### src/adc_ctrl_pkg.sv
// Constants shared by the converter control block
package adc_ctrl_pkg;
   // ========================================
   // Register byte offsets
   localparam logic [7:0] OFF_POS_SEL   = 8'h00;
   localparam logic [7:0] OFF_NEG_SEL   = 8'h04;
   localparam logic [7:0] OFF_STATUS    = 8'h08;
   localparam logic [7:0] OFF_RESULT    = 8'h0C;
   localparam logic [7:0] OFF_SOFT_RST  = 8'h10;
   localparam logic [7:0] OFF_MODE      = 8'h14;
   localparam logic [7:0] OFF_IRQ_MASK  = 8'h18;
   // ========================================
   // Field positions
   localparam int SEL_MSB      = 4;
   localparam int RESULT_LSB   = 16;
   localparam int RESULT_MSB   = 27;
   localparam int RESULT_W     = 12;
   localparam int DONE_BIT     = 0;
   localparam int RST_BIT      = 0;
   localparam int MODE_START   = 0;
   localparam int MODE_LSB     = 1;
   localparam int MODE_MSB     = 2;
   localparam int ACQ_LSB      = 3;
   localparam int ACQ_MSB      = 4;
   localparam int DIV_LSB      = 5;
   localparam int DIV_MSB      = 7;
   // ========================================
   // Reset values
   localparam logic [4:0] SEL_RESET  = 5'h00;
   localparam logic [1:0] ACQ_RESET  = 2'h2;
   localparam logic [2:0] DIV_RESET  = 3'h1;
   localparam logic [1:0] MODE_RESET = 2'h0;
   // ========================================
   // Channel codes
   localparam logic [4:0] CH_LAST_EXT = 5'h0D;
   localparam logic [4:0] CH_TEMP     = 5'h10;
   localparam logic [4:0] CH_AGND     = 5'h11;
   localparam logic [4:0] CH_VREF     = 5'h12;
   localparam logic [4:0] CH_HALFAVDD = 5'h13;
   // ========================================
   // Conversion modes
   localparam logic [1:0] MODE_SINGLE = 2'h0;
   localparam logic [1:0] MODE_DIFF   = 2'h1;
   localparam logic [1:0] MODE_PSEUDO = 2'h2;
   // ========================================
   // Timing: conversion length in converter clocks
   localparam int CONV_CLOCKS = 19;
endpackage

### src/sar_step_core.sv
// Successive approximation bit stepper
`timescale 1ns/1ns
module sar_step_core #(
   parameter int WIDTH = 12
) (
   input  wire logic             sys_clk,   // System clock
   input  wire logic             arst_n,    // Async reset, low
   input  wire logic             clr,       // Synchronous clear
   input  wire logic             begin_i,   // Start a new search
   input  wire logic             stepEn,    // One trial per pulse
   input  wire logic             cmpHigh,   // Input above trial level
   output logic [WIDTH-1:0]      trialCode, // Code under trial
   output logic                  finished   // Last bit decided
);
   logic [WIDTH-1:0] bitPtr_r;

   // ========================================
   // Trial register: set a bit, keep or drop by comparator
   always_ff @(posedge sys_clk or negedge arst_n) begin
      if (!arst_n) begin
         trialCode <= '0;
         bitPtr_r  <= '0;
         finished  <= 1'b0;
      end else if (clr) begin
         trialCode <= '0;
         bitPtr_r  <= '0;
         finished  <= 1'b0;
      end else if (begin_i) begin
         bitPtr_r  <= {1'b1, {(WIDTH-1){1'b0}}};
         trialCode <= {1'b1, {(WIDTH-1){1'b0}}};
         finished  <= 1'b0;
      end else if (stepEn && bitPtr_r != '0) begin
         // Drop the trial bit when the input sits below it
         trialCode <= (cmpHigh ? trialCode : (trialCode & ~bitPtr_r))
                      | (bitPtr_r >> 1);
         bitPtr_r  <= bitPtr_r >> 1;
         finished  <= (bitPtr_r[0] == 1'b1);
      end else begin
         finished  <= 1'b0;
      end
   end
endmodule

### src/adc_channel_select_result_if.sv
// Converter channel select, sequencing and result registers on APB
//
// Local design decisions: the register addresses and register access over APB.
`timescale 1ns/1ns
// Behaviour
// Positive input follows a 5-bit code: 0-13 pins, 16 temp, 17 ground, 18 reference, 19 half supply, rest reserved.
// Negative input follows its own 5-bit code: 0-13 pins, 16 temp, rest reserved.
// Status bit 0 sets by itself when a conversion finishes.
// Reading the result register clears status bit 0.
// The 12-bit result sits in bits 27:16 of the result register.
// Writing 1 to bit 0 of the reset register returns all registers to defaults.
// During acquisition the comparator is held balanced while inputs are tracked.
// From conversion start both sampled inputs stay off the pins.
// The logic steps approximation trials, completes, then outputs the code.
// Pseudo-differential: negative switch on channel in acquisition, reference in conversion.
// Single-ended: negative switch tied to internal ground.
// A conversion takes 19 converter clocks plus the acquisition time.
// Reserved select bits and result bits outside the field read zero.
module adc_channel_select_result_if #(
   parameter int RES_W = 12
) (
   input  wire logic        sys_clk,       // 50 MHz system clock
   input  wire logic        arst_n,        // Async reset, low
   input  wire logic        psel,          // APB select
   input  wire logic        penable,       // APB access phase
   input  wire logic        pwrite,        // APB direction
   input  wire logic [7:0]  paddr,         // APB byte address
   input  wire logic [31:0] pwdata,        // APB write data
   output logic      [31:0] prdata,        // APB read data
   output logic             pready,        // APB ready
   output logic             pslverr,       // APB error
   input  wire logic        cmpHigh,       // Comparator output pin
   output logic [4:0]       posMux,        // Positive mux code
   output logic [4:0]       negMux,        // Negative mux code
   output logic             negToRef,      // Negative side on reference
   output logic             negToGnd,      // Negative side on ground
   output logic             inputsConn,    // Sampling switches closed
   output logic             comparatorBal, // Balance switch closed
   output logic [RES_W-1:0] dacCode,       // Capacitive DAC trial code
   output logic             irq            // Level interrupt
);
   typedef enum logic [2:0] {
      ST_IDLE = 3'b001,
      ST_ACQ  = 3'b010,
      ST_CONV = 3'b100
   } seq_t;

   seq_t             state_r;
   logic [4:0]       posSel_r, negSel_r;
   logic [1:0]       mode_r, acq_r;
   logic [2:0]       div_r;
   logic             cont_r, done_r, irqMask_r;
   logic [RES_W-1:0] result_r;
   logic [5:0]       divCnt_r;
   logic [4:0]       phaseCnt_r;
   logic             adcTick, softRst, wrEn, rdEn;
   logic             cmpS1_r, cmpS2_r, cmpS3_r, cmpLvl_r;
   logic [RES_W-1:0] trialCode;
   logic             sarDone, startReq;
   logic [4:0]       acqLen;

   assign wrEn    = psel && penable && pwrite;
   assign rdEn    = psel && penable && !pwrite;
   assign softRst = wrEn && paddr == adc_ctrl_pkg::OFF_SOFT_RST
                    && pwdata[adc_ctrl_pkg::RST_BIT];
   assign startReq = wrEn && paddr == adc_ctrl_pkg::OFF_MODE
                     && pwdata[adc_ctrl_pkg::MODE_START];
   assign acqLen  = 5'd2 << acq_r;

   // ========================================
   // Comparator pin synchroniser; change counts when stages 2 and 3 agree
   always_ff @(posedge sys_clk or negedge arst_n) begin
      if (!arst_n) begin
         cmpS1_r  <= 1'b0;
         cmpS2_r  <= 1'b0;
         cmpS3_r  <= 1'b0;
         cmpLvl_r <= 1'b0;
      end else begin
         cmpS1_r <= cmpHigh;
         cmpS2_r <= cmpS1_r;
         cmpS3_r <= cmpS2_r;
         if (cmpS2_r == cmpS3_r) begin
            cmpLvl_r <= cmpS3_r;
         end
      end
   end

   // ========================================
   // Converter clock enable: core clock divided by 2**div
   always_ff @(posedge sys_clk or negedge arst_n) begin
      if (!arst_n) begin
         divCnt_r <= '0;
      end else if (adcTick || softRst) begin
         divCnt_r <= '0;
      end else begin
         divCnt_r <= divCnt_r + 6'd1;
      end
   end
   // At or above the limit ticks at once, so a smaller divide never stalls
   assign adcTick = divCnt_r >= ((6'd1 << div_r) - 6'd1);

   // ========================================
   // Configuration registers, soft reset restores defaults
   always_ff @(posedge sys_clk or negedge arst_n) begin
      if (!arst_n) begin
         posSel_r  <= adc_ctrl_pkg::SEL_RESET;
         negSel_r  <= adc_ctrl_pkg::SEL_RESET;
         mode_r    <= adc_ctrl_pkg::MODE_RESET;
         acq_r     <= adc_ctrl_pkg::ACQ_RESET;
         div_r     <= adc_ctrl_pkg::DIV_RESET;
         irqMask_r <= 1'b0;
      end else if (softRst) begin
         posSel_r  <= adc_ctrl_pkg::SEL_RESET;
         negSel_r  <= adc_ctrl_pkg::SEL_RESET;
         mode_r    <= adc_ctrl_pkg::MODE_RESET;
         acq_r     <= adc_ctrl_pkg::ACQ_RESET;
         div_r     <= adc_ctrl_pkg::DIV_RESET;
         irqMask_r <= 1'b0;
      end else if (wrEn) begin
         case (paddr)
            adc_ctrl_pkg::OFF_POS_SEL: begin
               posSel_r <= pwdata[adc_ctrl_pkg::SEL_MSB:0];
            end
            adc_ctrl_pkg::OFF_NEG_SEL: begin
               negSel_r <= pwdata[adc_ctrl_pkg::SEL_MSB:0];
            end
            adc_ctrl_pkg::OFF_MODE: begin
               mode_r <= pwdata[adc_ctrl_pkg::MODE_MSB:adc_ctrl_pkg::MODE_LSB];
               acq_r  <= pwdata[adc_ctrl_pkg::ACQ_MSB:adc_ctrl_pkg::ACQ_LSB];
               // Divide beyond 32 is clamped; counter is only 6 bits
               div_r  <= (pwdata[adc_ctrl_pkg::DIV_MSB:adc_ctrl_pkg::DIV_LSB]
                          > 3'd5) ? 3'd5 :
                         pwdata[adc_ctrl_pkg::DIV_MSB:adc_ctrl_pkg::DIV_LSB];
            end
            adc_ctrl_pkg::OFF_IRQ_MASK: begin
               irqMask_r <= pwdata[adc_ctrl_pkg::DONE_BIT];
            end
            default: begin
            end
         endcase
      end
   end

   // ========================================
   // Phase sequencer: acquisition then 19-clock conversion
   always_ff @(posedge sys_clk or negedge arst_n) begin
      if (!arst_n) begin
         state_r    <= ST_IDLE;
         phaseCnt_r <= '0;
      end else if (softRst) begin
         state_r    <= ST_IDLE;
         phaseCnt_r <= '0;
      end else begin
         case (state_r)
            ST_IDLE: begin
               if (startReq) begin
                  state_r    <= ST_ACQ;
                  phaseCnt_r <= '0;
               end
            end
            ST_ACQ: begin
               if (adcTick) begin
                  if (phaseCnt_r == acqLen - 5'd1) begin
                     state_r    <= ST_CONV;
                     phaseCnt_r <= '0;
                  end else begin
                     phaseCnt_r <= phaseCnt_r + 5'd1;
                  end
               end
            end
            ST_CONV: begin
               if (adcTick) begin
                  if (phaseCnt_r == 5'(adc_ctrl_pkg::CONV_CLOCKS - 1)) begin
                     state_r    <= ST_IDLE;
                     phaseCnt_r <= '0;
                  end else begin
                     phaseCnt_r <= phaseCnt_r + 5'd1;
                  end
               end
            end
            default: begin
               state_r <= ST_IDLE;
            end
         endcase
      end
   end

   // Trials run on converter clocks 1..12 of the conversion phase
   sar_step_core #(.WIDTH(RES_W)) uSar (
      .sys_clk   (sys_clk),
      .arst_n    (arst_n),
      .clr       (softRst),
      .begin_i   (state_r == ST_ACQ && adcTick
                  && phaseCnt_r == acqLen - 5'd1),
      .stepEn    (state_r == ST_CONV && adcTick
                  && phaseCnt_r < 5'(RES_W)),
      .cmpHigh   (cmpLvl_r),
      .trialCode (trialCode),
      .finished  (sarDone)
   );

   // ========================================
   // Result capture and sticky done flag; set wins over read clear
   always_ff @(posedge sys_clk or negedge arst_n) begin
      if (!arst_n) begin
         result_r <= '0;
         done_r   <= 1'b0;
      end else if (softRst) begin
         result_r <= '0;
         done_r   <= 1'b0;
      end else begin
         if (state_r == ST_CONV && adcTick
             && phaseCnt_r == 5'(adc_ctrl_pkg::CONV_CLOCKS - 1)) begin
            result_r <= trialCode;
            done_r   <= 1'b1;
         end else if (rdEn && paddr == adc_ctrl_pkg::OFF_RESULT) begin
            done_r <= 1'b0;
         end
      end
   end

   // ========================================
   // Analog switch controls, all registered
   always_ff @(posedge sys_clk or negedge arst_n) begin
      if (!arst_n) begin
         posMux        <= adc_ctrl_pkg::SEL_RESET;
         negMux        <= adc_ctrl_pkg::SEL_RESET;
         negToRef      <= 1'b0;
         negToGnd      <= 1'b1;
         inputsConn    <= 1'b1;
         comparatorBal <= 1'b1;
         dacCode       <= '0;
         irq           <= 1'b0;
      end else begin
         // Reserved codes leave the previous routing untouched
         if (posSel_r <= adc_ctrl_pkg::CH_LAST_EXT
             || (posSel_r >= adc_ctrl_pkg::CH_TEMP
                 && posSel_r <= adc_ctrl_pkg::CH_HALFAVDD)) begin
            posMux <= posSel_r;
         end
         if (negSel_r <= adc_ctrl_pkg::CH_LAST_EXT
             || negSel_r == adc_ctrl_pkg::CH_TEMP) begin
            negMux <= negSel_r;
         end
         comparatorBal <= state_r != ST_CONV;
         inputsConn    <= state_r != ST_CONV;
         negToGnd <= mode_r == adc_ctrl_pkg::MODE_SINGLE;
         negToRef <= mode_r == adc_ctrl_pkg::MODE_PSEUDO
                     && state_r == ST_CONV;
         dacCode <= trialCode;
         irq     <= done_r && irqMask_r;
      end
   end

   // ========================================
   // APB read mux and answer; zero wait, errors on unmapped addresses
   always_ff @(posedge sys_clk or negedge arst_n) begin
      if (!arst_n) begin
         prdata  <= '0;
         pready  <= 1'b0;
         pslverr <= 1'b0;
      end else begin
         pready  <= psel && !penable;
         pslverr <= 1'b0;
         prdata  <= '0;
         if (psel && !penable) begin
            case (paddr)
               adc_ctrl_pkg::OFF_POS_SEL: prdata <= {27'h0, posSel_r};
               adc_ctrl_pkg::OFF_NEG_SEL: prdata <= {27'h0, negSel_r};
               adc_ctrl_pkg::OFF_STATUS:  prdata <= {31'h0, done_r};
               adc_ctrl_pkg::OFF_RESULT:  prdata <= {4'h0, result_r, 16'h0};
               adc_ctrl_pkg::OFF_MODE:    prdata <= {24'h0, div_r, acq_r,
                                                     mode_r, 1'b0};
               adc_ctrl_pkg::OFF_IRQ_MASK: prdata <= {31'h0, irqMask_r};
               adc_ctrl_pkg::OFF_SOFT_RST: prdata <= '0;
               default: pslverr <= 1'b1;
            endcase
         end
      end
   end
endmodule

### config.mk
export PLATFORM = sky130hd
export DESIGN_NAME = adc_channel_select_result_if
export DESIGN_NICKNAME = d
export VERILOG_FILES = /design/src/adc_ctrl_pkg.sv /design/src/sar_step_core.sv /design/src/adc_channel_select_result_if.sv
export SDC_FILE = /design/constraint.sdc
export NUM_CORES = 1
export LEC_CHECK = 0
export BUFFER_PORTS_ARGS = -buffer_cell sky130_fd_sc_hd__buf_2
export CAP_MARGIN = 10
export CORE_UTILIZATION = 47
export DETAILED_ROUTE_END_ITERATION = 6
export GPL_TIMING_DRIVEN = 0
export PLACE_DENSITY = 0.72
export SYNTH_ARGS = -nofsm -noshare
export SYNTH_HDL_FRONTEND = slang
export SYNTH_SLANG_ARGS = --single-unit
### constraint.sdc
create_clock -name sys_clk -period 5.95 [get_ports sys_clk]
set_input_delay 0.2975 -clock sys_clk [delete_from_list [all_inputs] [get_ports sys_clk]]
set_output_delay 0.2975 -clock sys_clk [all_outputs]
set_load 0.01 [all_outputs]
### After elaboration in Yosys (flattened, before gate mapping)

Index checks and enable logic that the tools add are counted.
W data, S select, Z words.

* input bits: 46
* logic and storage cells: 155
* output and inout bits: 61
* bits in registers: 133

* shift operators: 2
* $add $sub $neg: 4
* equality and inequality tests: 20
* bitwise logic cells: 3
* $lt $le $gt $ge: 7
* reductions and logical operators: 42
* multiplexer cells: 50

Operators with widths (count)
* $pmux W28 S6: 1
* $mux W12: 9
* $mux W5: 12
* $mux W3: 10
* $mux W28: 1
* $eq A8 B5 Y1 const B: 3
* $logic_and A1 B1 Y1: 18
* $ne A3 B3 Y1 const B: 6
* $eq A8 B4 Y1 const B: 2
* $pmux W5 S3: 1
* $and A12 B12 Y12: 1
* $mux W2: 6
* $not A12 Y12: 1
* $or A12 B11 Y12: 1
* $reduce_bool A12 Y1: 1
* $reduce_bool A2 Y1: 6
* $eq A5 B5 Y1 const B: 2
* $le A5 B4 Y1 const B: 2
* $pmux W3 S3: 1
* $eq A8 B3 Y1 const B: 1
* $logic_not A8 Y1: 1
* $mux W1: 8
* $reduce_and A2 Y1: 4
* $reduce_or A7 Y1: 1
* other kinds (25): 29

### Logic depth before layout (Yosys ltp)

* word-level depth: 9
* depth in mapped cells: 11
* depth with buffers taken out: 9

### Modules after synthesis

Synthesis repeated with hierarchy kept, for this count alone.

* cell total of the unflattened synthesis: 520
* area, all modules: 5420.2 um^2

Modules (own cells, without submodules)
* adc_channel_select_result_if: seq. area each 2433.6 um^2, area each 4361.7 um^2, times used 1, cells an instance 410
* sar_step_core: seq. area each 625.6 um^2, area each 1058.5 um^2, times used 1, cells an instance 110

### Worst setup path after synthesis

Ideal clock, no wire load.

* path type: reg-to-reg
* start point: reg div_r[1]
* end point: reg phaseCnt_r[0]
* stages on the path, launching flop included: 10
* data required time: 5.823 ns
* period minus slack after synthesis: 2.607 ns
* path buffers: 1
* setup time: 0.127 ns
* arrival time: 2.480 ns
* slack: 3.343 ns
* cell sequence: dfrtp_1 or3_1 ha_1 nand2b_1 a21o_1 a21o_1 buf_2 a221oi_2 nand2_2 mux2_1

* word-level cells in the longest chain between the ends: 5
* elaborated cells on any way between the ends: 6
* those cells by class: add/sub: 1; order compare: 1; eq/ne: 2; shift: 1; reduce/logical: 1

Ends and longest elaborated chain
* start: declaration: line adc_channel_select_result_if.sv:51 `logic [2:0] div_r;`
* start signal: assignment: line adc_channel_select_result_if.sv:110 `div_r <= adc_ctrl_pkg::DIV_RESET;`
* start signal: assignment: line adc_channel_select_result_if.sv:117 `div_r <= adc_ctrl_pkg::DIV_RESET;`
* start signal: assignment: line adc_channel_select_result_if.sv:131 `div_r <= (pwdata[adc_ctrl_pkg::DIV_MSB:adc_ctrl_pkg::DIV_LSB]`
* $shl A1 B3 Y6 (*): line adc_channel_select_result_if.sv:100 `assign adcTick = divCnt_r >= ((6'd1 << div_r) - 6'd1);`
* $sub A6 B1 Y6 (*): line adc_channel_select_result_if.sv:100
* $ge A6 B6 Y1 (*): line adc_channel_select_result_if.sv:100
* $ne A3 B3 Y1 (no source line)
* $reduce_and A4 Y1 (no source line) (*)
* end signal: assignment: line adc_channel_select_result_if.sv:167 `phaseCnt_r <= phaseCnt_r + 5'd1;`
* end signal: assignment: line adc_channel_select_result_if.sv:177 `phaseCnt_r <= phaseCnt_r + 5'd1;`
* end: declaration: line adc_channel_select_result_if.sv:55 `logic [4:0] phaseCnt_r;`

Mark *: on every way between the ends. The rest lies on a longest branch, timed or not.
A chain may end at the register's enable or synchronous reset.

### Final worst setup path

* start point: reg div_r[2]
* end point: reg phaseCnt_r[0]

The elaborated chain is that of the path after synthesis.

==> impl_metrics.toml <==
[synth]
netlist.area_leader.share = 0.528
syn_area_um2 = 5500
synth_edf_count = 0
synth-seq-cells = 121
postSynthCellCount = 532
yosysTopAreaCell = "dfrtp_1"
synth.area.top_cells = "dfrtp_1, a21oi_1, nand2_1"
postSynthAreaPerCell_um2 = 10.3
synthArstFlopShare = 1.00
yosys.cell_types.count = 67
synth_ff_type = "dfrtp_1"
yosysSeqAreaShare = 0.551
yosysWarnings = 0

[sta]
holdWs_ps = 160
skew_ps = 6.91
relSlewSlack = 0.509
setup_ws_ps = 3010
worst-slew-pin-transition_ps = 736
hold_viol = 0
tns_ps = 0
fmax_mhz = 340
period_share = 0.494
finalCriticalPeriod_ps = 2940
setup_viol = 0
rsz0062_at_grt = "no"
maxSlewViolCount = 0

[drt]
vias = 4284
viasPerCell = 5.44
first_iter_violations = 420
final_antenna_net_count = 0
wl_per_cell_um = 15.4
drcViolationCount = 0
routed_wl_um = 12100
drt_first_pass_iters = 6

[global_route]
grt_pass1_wl_um = 19600
overflow = 0
antenna_found_initial = 0
grt_max_degree = 86
first_global_vias = 4063
grtUsageTotal = 0.213

[critical_path]
crit_arrival_ps = 3230
cp_max_fo = 9
r2r-start = "div_r[2]"
reg2reg_depth = 9
r2r_slack_ps = 3010
crit_type = "flip-flop to flip-flop"
critPathLaunchType = "flip-flop"
r2r-end = "phaseCnt_r[0]"
cp_data_required_time_ps = 6250
crit_path_end_kind = "flip-flop"

[min_path]
min-delay-start = "pwdata[7]"
hold_depth = 3
holdPathEnd = "div_r[2]"
hold_class = "input port to flip-flop"

[placement]
gp_congestion = 0.871
hpwlAfterDp_um = 8340
place_ws_ps = 3050
port_buffers = 67

[clock_network]
htree_num_levels = 4
clock_path_buffers = 2
clkSlewWorstSetupHoldPaths_ps = 60
cts_tree = "done"
cts_root_buffer = "clkbuf_16"
cts.sinks = 121
post_cts_buffers = 0
clk_latency_ps = 410
cts_buffers = 17

[floorplanning]
dieWidth_um = 110
io_pins = 107
die-area_um2 = 12100
die_y_um = 110
initial_core_util = 0.482
core_area_um2 = 11400
rows = 39

[finish]
n_fill_cell = 933
diodes = 0
drive_gt1_frac = 0.231
layout.nets = 687
syn_to_final_growth_pct = 22.5

[power_and_ir_drop]
power_density_nw_per_um2 = 297
p_int_mw = 1.56
combPwrFrac = 0.039
p_sw_frac = 0.218
clock_power_share = 0.541
power.leakage_nw = 3.19
power_mw = 2.00
pwr-share-seq = 0.420
power_switching_mw = 0.436
ir_worst_vdd_uv = 206

[flow_run]
cap_viol_max_count = 0

[status]
outcome = "completed"
## worst max path at each step
stage | slack, ps | cells after the start | from | end
floorplan | 3340 | 9 | div_r[1] | phaseCnt_r[0]
global placement | 3110 | 9 | div_r[1] | phaseCnt_r[0]
detailed placement | 3050 | 9 | div_r[1] | phaseCnt_r[0]
CTS | 3020 | 9 | div_r[1] | phaseCnt_r[0]
global route | 2880 | 9 | div_r[2] | phaseCnt_r[0]
finish | 3010 | 9 | div_r[2] | phaseCnt_r[0]
## cell families (layout without fill, tap and decap cells)
| logic type | after synthesis | in the layout | share of synthesized area |
|---|---|---|---|
| AO/OA/AOI/OAI | 127 | 127 | 0.155 |
| XOR/XNOR | 7 | 7 | 0.0111 |
| adder cells (fa/ha/maj) | 10 | 10 | 0.0223 |
| buffers and inverters | 64 | 166 | 0.0580 |
| flip-flops | 121 | 121 | 0.551 |
| multiplexers | 15 | 15 | 0.0280 |
| other | 1 | 12 | 0.000681 |
| AND/OR/NAND/NOR | 187 | 187 | 0.173 |
## state kept, by name, indices dropped and copies added (netlist names), 2 cells and up
name	flops
prdata	20
phaseCnt_r	5
negSel_r	5
divCnt_r	6
posMux	5
posSel_r	5
div_r	3
result_r	12
uSar.trialCode	12
acq_r	2
negMux	5
dacCode	12
mode_r	2
uSar.bitPtr_r	12
state_r	3
## worst max-delay path, cell delays in order (launching register included)
cell      delay (ps)
dfrtp_1          470
or3_1            390
ha_1             270
nand2b_1         140
a21o_1           210
a21o_1           160
buf_2            180
a221oi_2         530
nand2_2          150
mux2_1           340
## synthesized netlist by cell type, drive strengths merged (9+ instances only)
library cell and count:
dfrtp 116, nand2 54, a21oi 48, nor2 46
o21ai 27, buf 26, nand3 24, inv 22
and2 16, clkbuf 16, and3 12, mux2i 12
ha 9
## cells in the final DEF (no fill, tap or decap), drive strengths merged, types with 3 or more instances in the layout
cell type / synthesis / routed
dfrtp: 116 / 116
buf: 26 / 94
nand2: 54 / 54
a21oi: 48 / 48
nor2: 46 / 46
clkbuf: 16 / 34
o21ai: 27 / 27
nand3: 24 / 24
inv: 22 / 23
and2: 16 / 16
and3: 12 / 12
mux2i: 12 / 12
conb: 1 / 12
ha: 9 / 9
nor3: 7 / 7
nor4: 7 / 7
a22o: 6 / 6
o22a: 6 / 6
a21o: 5 / 5
a31oi: 5 / 5
dfstp: 5 / 5
nand4: 5 / 5
clkinv: 0 / 5
nor3b: 4 / 4
xor2: 4 / 4
a222oi: 4 / 4
a32o: 4 / 4
clkinvlp: 0 / 4
bufinv: 0 / 4
nor2b: 3 / 3
xnor2: 3 / 3
o31a: 3 / 3
mux2: 3 / 3
## layer usage
layer	track usage	vias to the layer above	wire length [um]
li1	-	2051	-
met1	0.271	2075	5410
met2	0.356	141	5860
met3	0.0470	17	654
met4	0.0818	0	194
met5	0	-	0
## power by group through the flow
stage	Sequential, mW	Combinational (mW)	Clock (mW)
floorplan	0.853	0.0377	0
global placement	0.853	0.0729	0
detailed placement	0.854	0.0771	0
CTS	0.839	0.0790	1.09
global route	0.840	0.0883	1.13
finish	0.840	0.0783	1.08
## through the flow
step | util | instances | area [um^2]
3_3_place_gp | 0.531 | 753 | 6060
3_5_place_dp | 0.534 | 754 | 6090
2_1_floorplan | - | 543 | 5540
5_1_grt | 0.590 | 788 | 6740
4_1_cts | 0.590 | 788 | 6740
6_report | 0.590 | 788 | 6740
## layout make-up
type                       count  area, um^2  area share
sequential                   121        3030       0.450
multi-input combinational    358        2190       0.325
clock buffer                  18         429      0.0637
timing repair buffer          70         389      0.0577
buffer                        42         236      0.0351
clock inverter                14         199      0.0295
tap                          143         179      0.0265
inverter                      22        82.6      0.0123
## what timing repair did
item	in CTS	in global routing
hold endpoints to repair	37	0
gates resized for setup	0	0
hold buffers	2	0
(Power assumes the default switching activity.)
